===== config.mk =====
export PLATFORM = sky130hd
export DESIGN_NAME = low_power_mode_control
export DESIGN_NICKNAME = d
export VERILOG_FILES = /design/src/core/lpm_ctrl_pkg.sv /design/src/core/lpm_delay_counter.sv /design/src/core/lpm_grant_table.sv /design/src/core/low_power_mode_control.sv
export SDC_FILE = /design/constraint.sdc
export NUM_CORES = 1
export LEC_CHECK = 0
export BUFFER_PORTS_ARGS = -buffer_cell sky130_fd_sc_hd__buf_4
export CORE_UTILIZATION = 41
export CTS_CLUSTER_SIZE = 16
export DETAILED_ROUTE_END_ITERATION = 8
export GPL_ROUTABILITY_DRIVEN = 0
export GPL_TIMING_DRIVEN = 1
export PLACE_DENSITY_LB_ADDON = 0.15
export SLEW_MARGIN = 20
export SYNTH_ARGS = -nofsm -noshare
export SYNTH_HDL_FRONTEND = slang
export SYNTH_SLANG_ARGS = --single-unit

===== constraint.sdc =====
create_clock -name clk_sys -period 2.1 [get_ports clk_sys]
set_clock_uncertainty 0.1 [all_clocks]
set_input_delay 0.315 -clock clk_sys [delete_from_list [all_inputs] [get_ports clk_sys]]
set_output_delay 0.315 -clock clk_sys [all_outputs]
set_load 0.01 [all_outputs]

===== src/core/lpm_ctrl_pkg.sv =====
// package for the power-mode controller: mode codes, grant struct and timing counts
// assumes a 10 MHz system clock; wake figures are typical values turned into cycles
package lpm_ctrl_pkg;

    typedef enum logic [3:0] {
        active_mode,
        active_nvm_off_mode,
        cpu_off_mode_a,
        cpu_off_mode_b,
        standby_mode_a,
        standby_mode_b,
        all_off_mode,
        rtc_only_mode,
        shutdown_svs_mode,
        shutdown_mode
    } power_mode_type;

    typedef struct packed {
        logic main_clock_on;
        logic subsystem_clock_on;
        logic aux_clock_on;
        logic nvm_on;
        logic hf_allowed;
        logic lf_allowed;
        logic unclocked_allowed;
        logic rtc_only_run;
        logic periph_reset;
        logic core_supply_on;
        logic cpu_reset;
    } grant_type;

    typedef struct packed {
        logic any_event;
        logic lf_periph;
        logic io_pin;
        logic comparator;
        logic rtc;
        logic dma;
    } wake_type;

    localparam int unsigned clk_hz            = 10_000_000;
    localparam int unsigned clk_period_ns     = 1_000_000_000 / clk_hz;
    localparam int unsigned wake_std_ns       = 6000;
    localparam int unsigned wake_deep_ns      = 7000;
    localparam int unsigned wake_rtc_ns       = 250000;
    localparam int unsigned wake_shutdown_ns  = 1000000;
    localparam int unsigned nvm_power_up_ns   = 6000;
    // all times round down to whole cycles; no floor of one cycle is applied
    localparam int unsigned wake_std_cyc      = wake_std_ns / clk_period_ns;
    localparam int unsigned wake_deep_cyc     = wake_deep_ns / clk_period_ns;
    localparam int unsigned wake_rtc_cyc      = wake_rtc_ns / clk_period_ns;
    localparam int unsigned wake_shutdown_cyc = wake_shutdown_ns / clk_period_ns;
    localparam int unsigned nvm_power_up_cyc  = nvm_power_up_ns / clk_period_ns;
    localparam int unsigned count_width       = 14;
    localparam int unsigned sys_limit_high_hz = 16_000_000;
    localparam int unsigned sys_limit_low_hz  = 50_000;

endpackage : lpm_ctrl_pkg


===== src/core/lpm_delay_counter.sv =====
// down counter that times one wake-up or power-up phase
// assumes load and the count value arrive together in one cycle
`timescale 1ns/1ps
module lpm_delay_counter #(
    parameter int unsigned width = 14
) (
    input  wire logic             clk_sys,
    input  wire logic             nrst,
    input  wire logic             load,
    input  wire logic [width-1:0] load_value,
    output logic                  done
);
    logic [width-1:0] count;
    logic [width-1:0] next_count;

    always_comb
    begin
        next_count = count;
        if (load)
        begin
            next_count = load_value;
        end
        else if (count != '0)
        begin
            next_count = count - width'(1);
        end
    end

    always_ff @(posedge clk_sys or negedge nrst)
    begin
        if (!nrst)
        begin
            count <= '0;
        end
        else
        begin
            count <= next_count;
        end
    end

    // done on the last counted cycle, so a phase lasts load_value cycles;
    // not gated by load, so a reload on done cannot loop back into done
    assign done = (count <= width'(1));
endmodule : lpm_delay_counter


===== src/core/lpm_grant_table.sv =====
// combinational map from a power mode to the clocks, memory and peripheral states it allows
// assumes the caller registers the result before it leaves the block
`timescale 1ns/1ps
module lpm_grant_table (
    input  lpm_ctrl_pkg::power_mode_type mode,
    input  wire logic                    subsystem_clock_off_bit,
    output lpm_ctrl_pkg::grant_type      grant,
    output lpm_ctrl_pkg::wake_type       wake_mask
);
    import lpm_ctrl_pkg::*;

    always_comb
    begin
        grant     = '0;
        wake_mask = '0;
        grant.core_supply_on = 1'b1;
        case (mode)
            active_mode, active_nvm_off_mode:
            begin
                grant.main_clock_on      = 1'b1;
                grant.nvm_on             = (mode == active_mode);
                grant.subsystem_clock_on = !subsystem_clock_off_bit;
                grant.aux_clock_on       = 1'b1;
                grant.hf_allowed         = 1'b1;
                grant.lf_allowed         = 1'b1;
                grant.unclocked_allowed  = 1'b1;
            end
            cpu_off_mode_a, cpu_off_mode_b:
            begin
                // light sleep keeps the memory in standby in cpu_off_mode_a only; cpu_off_mode_b switches it off
                grant.nvm_on             = (mode == cpu_off_mode_a);
                grant.subsystem_clock_on = !subsystem_clock_off_bit;
                grant.aux_clock_on       = 1'b1;
                grant.hf_allowed         = 1'b1;
                grant.lf_allowed         = 1'b1;
                grant.unclocked_allowed  = 1'b1;
                wake_mask.any_event      = 1'b1;
            end
            standby_mode_a, standby_mode_b:
            begin
                grant.aux_clock_on      = 1'b1;
                grant.lf_allowed        = 1'b1;
                grant.unclocked_allowed = 1'b1;
                wake_mask.lf_periph     = 1'b1;
                wake_mask.io_pin        = 1'b1;
                wake_mask.comparator    = 1'b1;
            end
            all_off_mode:
            begin
                grant.unclocked_allowed = 1'b1;
                wake_mask.io_pin        = 1'b1;
                wake_mask.comparator    = 1'b1;
            end
            rtc_only_mode:
            begin
                grant.rtc_only_run   = 1'b1;
                grant.periph_reset   = 1'b1;
                grant.core_supply_on = 1'b0;
                grant.cpu_reset      = 1'b1;
                wake_mask.rtc        = 1'b1;
                wake_mask.io_pin     = 1'b1;
            end
            default:
            begin
                grant.periph_reset   = 1'b1;
                grant.core_supply_on = 1'b0;
                grant.cpu_reset      = 1'b1;
                wake_mask.io_pin     = 1'b1;
            end
        endcase
        // dma can run a transfer that stays away from the memory in the cpu-off, standby and all-off modes only
        wake_mask.dma = (mode inside {cpu_off_mode_a, cpu_off_mode_b, standby_mode_a, standby_mode_b, all_off_mode});
    end
endmodule : lpm_grant_table


===== src/core/low_power_mode_control.sv =====
// power-mode controller: takes mode requests from the core and grants clocks, memory and peripherals
// assumes core requests are synchronous one-cycle pulses on clk_sys; nrst is the brownout reset
`timescale 1ns/1ps
module low_power_mode_control
    import lpm_ctrl_pkg::*;
#(
    parameter int unsigned wake_rtc_cycles      = wake_rtc_cyc,
    parameter int unsigned wake_shutdown_cycles = wake_shutdown_cyc
) (
    input  wire logic                    clk_sys,
    input  wire logic                    nrst,
    input  wire logic                    mode_req,
    input  lpm_ctrl_pkg::power_mode_type mode_req_value,
    input  wire logic                    subsystem_clock_off_bit,
    input  wire logic                    irq_return,
    input  lpm_ctrl_pkg::wake_type       wake_event,
    output lpm_ctrl_pkg::power_mode_type mode,
    output lpm_ctrl_pkg::grant_type      grant,
    output logic                         cpu_run,
    output logic                         dma_run,
    output logic                         wake_busy,
    output logic                         sys_limit_low
);
    import lpm_ctrl_pkg::*;

    typedef enum logic [2:0] {
        st_run,
        st_sleep,
        st_wake,
        st_nvm_up,
        st_isr,
        st_dma
    } state_type;

    // ==================================================
    // mode table
    // ==================================================
    grant_type table_grant;
    wake_type  wake_mask;
    power_mode_type table_mode;

    state_type      state;
    state_type      next_state;
    power_mode_type sleep_mode;
    power_mode_type next_sleep_mode;
    power_mode_type next_mode;
    logic           nvm_off;
    logic           next_nvm_off;
    logic           next_cpu_run;
    logic           next_dma_run;
    logic           next_wake_busy;
    logic           load;
    logic [count_width-1:0] load_value;
    logic           timer_done;
    wake_type       hit;
    logic           wake_any;

    // a dma trigger alone never wakes the core
    localparam wake_type dma_only = '{dma: 1'b1, default: 1'b0};

    lpm_grant_table u_table (
        .mode                    (table_mode),
        .subsystem_clock_off_bit (subsystem_clock_off_bit),
        .grant                   (table_grant),
        .wake_mask               ()
    );

    // wake mask follows the registered mode so the sleep decision has no loop through next_mode
    lpm_grant_table u_wake_table (
        .mode                    (mode),
        .subsystem_clock_off_bit (subsystem_clock_off_bit),
        .grant                   (),
        .wake_mask               (wake_mask)
    );

    lpm_delay_counter #(
        .width (count_width)
    ) u_timer (
        .clk_sys    (clk_sys),
        .nrst       (nrst),
        .load       (load),
        .load_value (load_value),
        .done       (timer_done)
    );

    function automatic logic retained(input power_mode_type m);
        retained = m inside {cpu_off_mode_a, cpu_off_mode_b, standby_mode_a, standby_mode_b, all_off_mode};
    endfunction : retained

    function automatic logic [count_width-1:0] wake_time(input power_mode_type m);
        case (m)
            cpu_off_mode_a:                   wake_time = count_width'(1);
            cpu_off_mode_b, standby_mode_a:   wake_time = count_width'(wake_std_cyc);
            standby_mode_b, all_off_mode:     wake_time = count_width'(wake_deep_cyc);
            rtc_only_mode, shutdown_svs_mode: wake_time = count_width'(wake_rtc_cycles);
            default:                          wake_time = count_width'(wake_shutdown_cycles);
        endcase
    endfunction : wake_time

    assign hit      = wake_event & wake_mask;
    assign wake_any = wake_mask.any_event ? ((wake_event & ~dma_only) != '0) : ((hit & ~dma_only) != '0);

    // ==================================================
    // sequencer
    // ==================================================
    always_comb
    begin
        next_state      = state;
        next_sleep_mode = sleep_mode;
        next_mode       = mode;
        next_nvm_off    = nvm_off;
        load            = 1'b0;
        load_value      = '0;
        table_mode      = next_mode;
        case (state)
            st_run, st_isr:
            begin
                if (state == st_isr && irq_return)
                begin
                    next_state = st_sleep;
                end
                else if (mode_req)
                begin
                    next_mode  = mode_req_value;
                    next_state = st_run;
                    if (mode_req_value == active_nvm_off_mode)
                    begin
                        next_nvm_off = 1'b1;
                    end
                    else if (mode_req_value == active_mode)
                    begin
                        next_nvm_off = 1'b0;
                    end
                    else
                    begin
                        next_sleep_mode = mode_req_value;
                        next_state      = st_sleep;
                        if (mode_req_value == cpu_off_mode_b || !retained(mode_req_value))
                        begin
                            next_nvm_off = 1'b1;
                        end
                    end
                end
            end
            st_sleep:
            begin
                if (wake_any)
                begin
                    load       = 1'b1;
                    load_value = wake_time(sleep_mode);
                    next_state = st_wake;
                end
                else if (hit.dma)
                begin
                    next_state = st_dma;
                end
            end
            st_dma:
            begin
                if (!wake_event.dma)
                begin
                    next_state = st_sleep;
                end
            end
            st_wake:
            begin
                if (timer_done)
                begin
                    if (nvm_off)
                    begin
                        load       = 1'b1;
                        load_value = count_width'(nvm_power_up_cyc);
                        next_state = st_nvm_up;
                    end
                    else
                    begin
                        next_state = retained(sleep_mode) ? st_isr : st_run;
                    end
                end
            end
            st_nvm_up:
            begin
                if (timer_done)
                begin
                    next_nvm_off = 1'b0;
                    next_state   = retained(sleep_mode) ? st_isr : st_run;
                end
            end
            default:
            begin
                next_state = st_run;
            end
        endcase
        // a fresh start after a supply-off mode keeps nothing
        if (state == st_nvm_up && timer_done && !retained(sleep_mode))
        begin
            next_mode       = active_mode;
            next_sleep_mode = active_mode;
        end
        else if (state == st_wake && timer_done && !nvm_off && !retained(sleep_mode))
        begin
            next_mode       = active_mode;
            next_sleep_mode = active_mode;
        end
        else if (next_state == st_isr || next_state == st_dma)
        begin
            // memory state after this edge decides the active variant
            next_mode = next_nvm_off ? active_nvm_off_mode : active_mode;
        end
        else if (next_state == st_sleep)
        begin
            next_mode = next_sleep_mode;
        end
        table_mode     = next_mode;
        next_cpu_run   = (next_state == st_run) || (next_state == st_isr);
        next_dma_run   = (next_state == st_dma);
        next_wake_busy = (next_state == st_wake) || (next_state == st_nvm_up);
    end

    always_ff @(posedge clk_sys or negedge nrst)
    begin
        if (!nrst)
        begin
            state         <= st_run;
            mode          <= active_mode;
            sleep_mode    <= active_mode;
            nvm_off       <= 1'b0;
            grant         <= '0;
            cpu_run       <= 1'b0;
            dma_run       <= 1'b0;
            wake_busy     <= 1'b0;
            sys_limit_low <= 1'b0;
        end
        else
        begin
            state         <= next_state;
            mode          <= next_mode;
            sleep_mode    <= next_sleep_mode;
            nvm_off       <= next_nvm_off;
            grant         <= table_grant;
            grant.nvm_on  <= table_grant.nvm_on && !next_nvm_off;
            cpu_run       <= next_cpu_run;
            dma_run       <= next_dma_run;
            wake_busy     <= next_wake_busy;
            sys_limit_low <= next_mode inside {standby_mode_a, standby_mode_b, rtc_only_mode};
        end
    end

    // ==================================================
    // checks
    // ==================================================
    a_hf_in_standby: assert property (@(posedge clk_sys) disable iff (!nrst)
        (mode inside {standby_mode_a, standby_mode_b, all_off_mode}) |-> !grant.hf_allowed)
        else $error("high-frequency peripherals allowed in standby or off");
    a_lf_in_off: assert property (@(posedge clk_sys) disable iff (!nrst)
        (mode == all_off_mode) |-> !grant.lf_allowed && !grant.aux_clock_on)
        else $error("low-frequency peripherals allowed in off mode");
    a_unclocked_reset: assert property (@(posedge clk_sys) disable iff (!nrst)
        (mode inside {rtc_only_mode, shutdown_mode, shutdown_svs_mode}) |-> grant.periph_reset && !grant.unclocked_allowed)
        else $error("unclocked peripherals not reset in deepest modes");
    a_supply_cut: assert property (@(posedge clk_sys) disable iff (!nrst)
        (mode inside {rtc_only_mode, shutdown_mode}) |-> !grant.core_supply_on && grant.cpu_reset)
        else $error("core supply left on in deep mode");
    a_subsys_deep: assert property (@(posedge clk_sys) disable iff (!nrst)
        (mode inside {standby_mode_a, standby_mode_b, all_off_mode}) |-> !grant.subsystem_clock_on)
        else $error("subsystem clock on in deep mode");
    a_main_clock: assert property (@(posedge clk_sys) disable iff (!nrst)
        grant.main_clock_on |-> (mode inside {active_mode, active_nvm_off_mode}))
        else $error("main clock on outside active modes");
    a_nvm_off_run: assert property (@(posedge clk_sys) disable iff (!nrst)
        (mode == active_nvm_off_mode && state == st_run) |-> cpu_run && !grant.nvm_on)
        else $error("memory on in memory-off active mode");
    a_dma_no_delay: assert property (@(posedge clk_sys) disable iff (!nrst)
        (state == st_sleep && !wake_any && hit.dma) |=> dma_run && !wake_busy)
        else $error("dma wake was delayed");
    a_nvm_slow_wake: assert property (@(posedge clk_sys) disable iff (!nrst)
        (state == st_wake && timer_done && nvm_off) |=> state == st_nvm_up && !cpu_run)
        else $error("memory power-up skipped on wake");
    a_isr_return: assert property (@(posedge clk_sys) disable iff (!nrst)
        (state == st_isr && irq_return) |=> state == st_sleep && mode == sleep_mode)
        else $error("handler return did not re-enter sleep");
endmodule : low_power_mode_control


==> results_dict.tcl <==
set metrics [dict create \
    violations "negative setup slack" \
    ir_drop_v 0.000870 \
    synthToLayoutAreaGrowth_pct 55.6 \
    globalRouteTotalUtil_pct 23.8 \
    dr.first_iter.drc_count 140 \
    critical_path_required_ns 2.24 \
    drc 0 \
    ys.warnings.count 0 \
    path_max_fanout 8 \
    synthArstFlopShare_pct 100 \
    mostFrequentLayoutCell "buf_4" \
    critPathArrivalTime_ns 2.40 \
    syn_nets 263 \
    initial_utilization_pct 43.2 \
    power_leakage_nw 1.58 \
    clockBufferDepth 2 \
    final_antenna_net_count 0 \
    ys_types 54 \
    maxCapViolCount 0 \
    critPathKind "reg -> reg" \
    antenna_found_initial 0 \
    rows 26 \
    synth-edff-count 0 \
    rsz0062_at_grt "true" \
    drv_slew 0 \
    via_count 2184 \
    layout-drive-gt1-share_pct 52.0 \
    clock-sinks 38 \
    setup_viol 20 \
    startpoint "mode[1]$_DFF_PN0_" \
    power.density_nw_per_um2 1430 \
    syn_avg_cell_area_um2 9.08 \
    hold_viol 0 \
    r2r_start "mode[1]$_DFF_PN0_" \
    synthFlopType "dfrtp_1" \
    clkLatencyLatePin_ns 0.29 \
    start_kind "flip-flop" \
    grt_overflow_total 0 \
    synth_seq_cells 38 \
    routedWlPerCell_um 14.8 \
    status "complete, but fails checks" \
    synthCells 246 \
    cts_buffers 5 \
    hpwlAfterDp_mm 4.45 \
    worstMarginPinSlew_ns 0.783 \
    synth-seq-area-share_pct 42.6 \
    io_pins 34 \
    period_minus_slack_ns 2.27 \
    drt_wl_total_mm 6.25 \
    setup_tns_ns -1.66 \
    grt_max_degree 39 \
    core_um2 5170 \
    antennaDiodeCount 0 \
    placed_cells 401 \
    endpoint_kind "flip-flop" \
    mostFrequentLayoutCells "buf_4, dfrtp_1, nor2_1" \
    firstDrtPassIters 4 \
    final_util_pct 67.2 \
    dieArea_um2 5750 \
    cts-root-buf "clkbuf_8" \
    die_h_um 75.8 \
    numPortBuffers 33 \
    hp-class "in -> reg" \
    nNetsFinal 368 \
    hold_start "subsystem_clock_off_bit" \
    htree_levels 2 \
    period_share_pct 108 \
    routed_via_density 5.18 \
    grt_pass1_vias 2081 \
    fin_ws_ns -0.165 \
    cts_tree "yes" \
    clkTransAtPathRegs_ns 0.07 \
    grt_first_pass_wirelength_mm 9.89 \
    timing.fmax_ghz 0.442 \
    final_cells 422 \
    relSlewSlack_pct 47.1 \
    syn-cell-area_um2 2230 \
    die_x_um 75.8 \
]
[worst max-delay path: stages (launching register included)]
cell and delay (ns):
dfrtp_2 0.43, o32a_1 0.40, or3_4 0.45, o21ai_4 0.26, a31oi_4 0.07, or2_4 0.27, inv_2 0.06, and3_4 0.16
[routing by layer]
layer	wire length (µm)	GRT usage, %	share of wire (%)	vias up
met2	2980	38.2	48	45
met4	71	6.79	1.1	0
met5	0	0	0	-
li1	-	-	-	1087
met1	2950	32.6	47	1047
met3	252	4.76	4.0	5
[final timing paths]
check | cells past startpoint | end | slack [ns]
setup / recovery | 7 | grant[7]$_DFF_PN0_ | -0.17
hold reg to reg | 2 | u_timer.count[12]$_DFFE_PN0P_ | 0.52
hold / removal | 2 | grant[9]$_DFF_PN0_ | 0.07
min in group asynchronous | 2 | dma_run$_DFF_PN0_ | 0.42
max in group asynchronous | 2 | mode[1]$_DFF_PN0_ | 1.11
setup reg to reg | 7 | grant[7]$_DFF_PN0_ | -0.17
[flip-flops by register name, indices dropped and copies added, names as in the netlist]
| signal | cells |
|---|---|
| wake_busy | 1 |
| dma_run | 1 |
| u_timer.count | 14 |
| sleep_mode | 4 |
| cpu_run | 1 |
| grant | 8 |
| mode | 4 |
| nvm_off | 1 |
| sys_limit_low | 1 |
| state | 3 |
[logic make-up (layout without fill, tap and decap cells)]
kind of cell	Yosys count	after routing	synth area share (%)
adders and majority gates	2	2	1.12
buffers and inverters	19	125	4.48
muxes	3	3	1.34
AOI/OAI and AO/OA	66	66	20.3
and+or+nand+nor	109	109	26.6
xor gates and xnor gates	9	9	3.53
DFF	38	38	42.6
[synthesized netlist by cell type, types with 4 or more instances]
master	count	area share, %
nand2b_1	6	1.7
a21o_1	4	1.3
dfrtp_1	38	43
nand2_1	25	4.2
a41oi_1	4	1.6
nor2_1	29	4.9
and3_1	4	1.1
nor2b_1	6	1.7
inv_1	7	1.2
xor2_1	6	2.4
nand3_1	4	0.90
o21ai_0	10	2.2
nor3_1	9	2.0
clkbuf_1	4	0.67
a21oi_1	26	5.8
[per-stage QoR]
stage	setup slack [ns]	power, mW	area, µm²	hold WS (ns)
after floorplan	-0.137	2.76	2280	-0.0806
after global placement	-0.253	3.81	3030	0.213
after detailed placement	-0.318	3.85	3030	0.211
after CTS	-0.189	4.66	3300	0.0458
after global routing	-0.235	5.29	3470	0.0510
final	-0.165	4.96	3470	0.0674
[where the power goes]
group	internal [mW]	switching, mW	total (mW)	leakage, nW
combinational	1.67	1.44	3.10	1.07
sequential	1.06	0.303	1.36	0.467
clock	0.230	0.262	0.492	0.0450
total	2.95	2.00	4.96	1.58
[final cells by class]
type	count	area, µm²
clock buffer	6	72.6
fill	403	1700
sequential	38	953
inverter	8	30.0
multi-input combinational	189	1470
tap	70	87.6
clock inverter	2	10.0
timing repair buffer	109	847
[what timing repair did]
action	CTS	global route
hold buffers	1	0
resized for setup	29	40
hold endpoints to repair	38	0
setup endpoints to repair	21	34
pin swaps	24	16
gates cloned	0	0
buffers inserted	10	6
No activity file was read; power rests on OpenSTA's default activity.
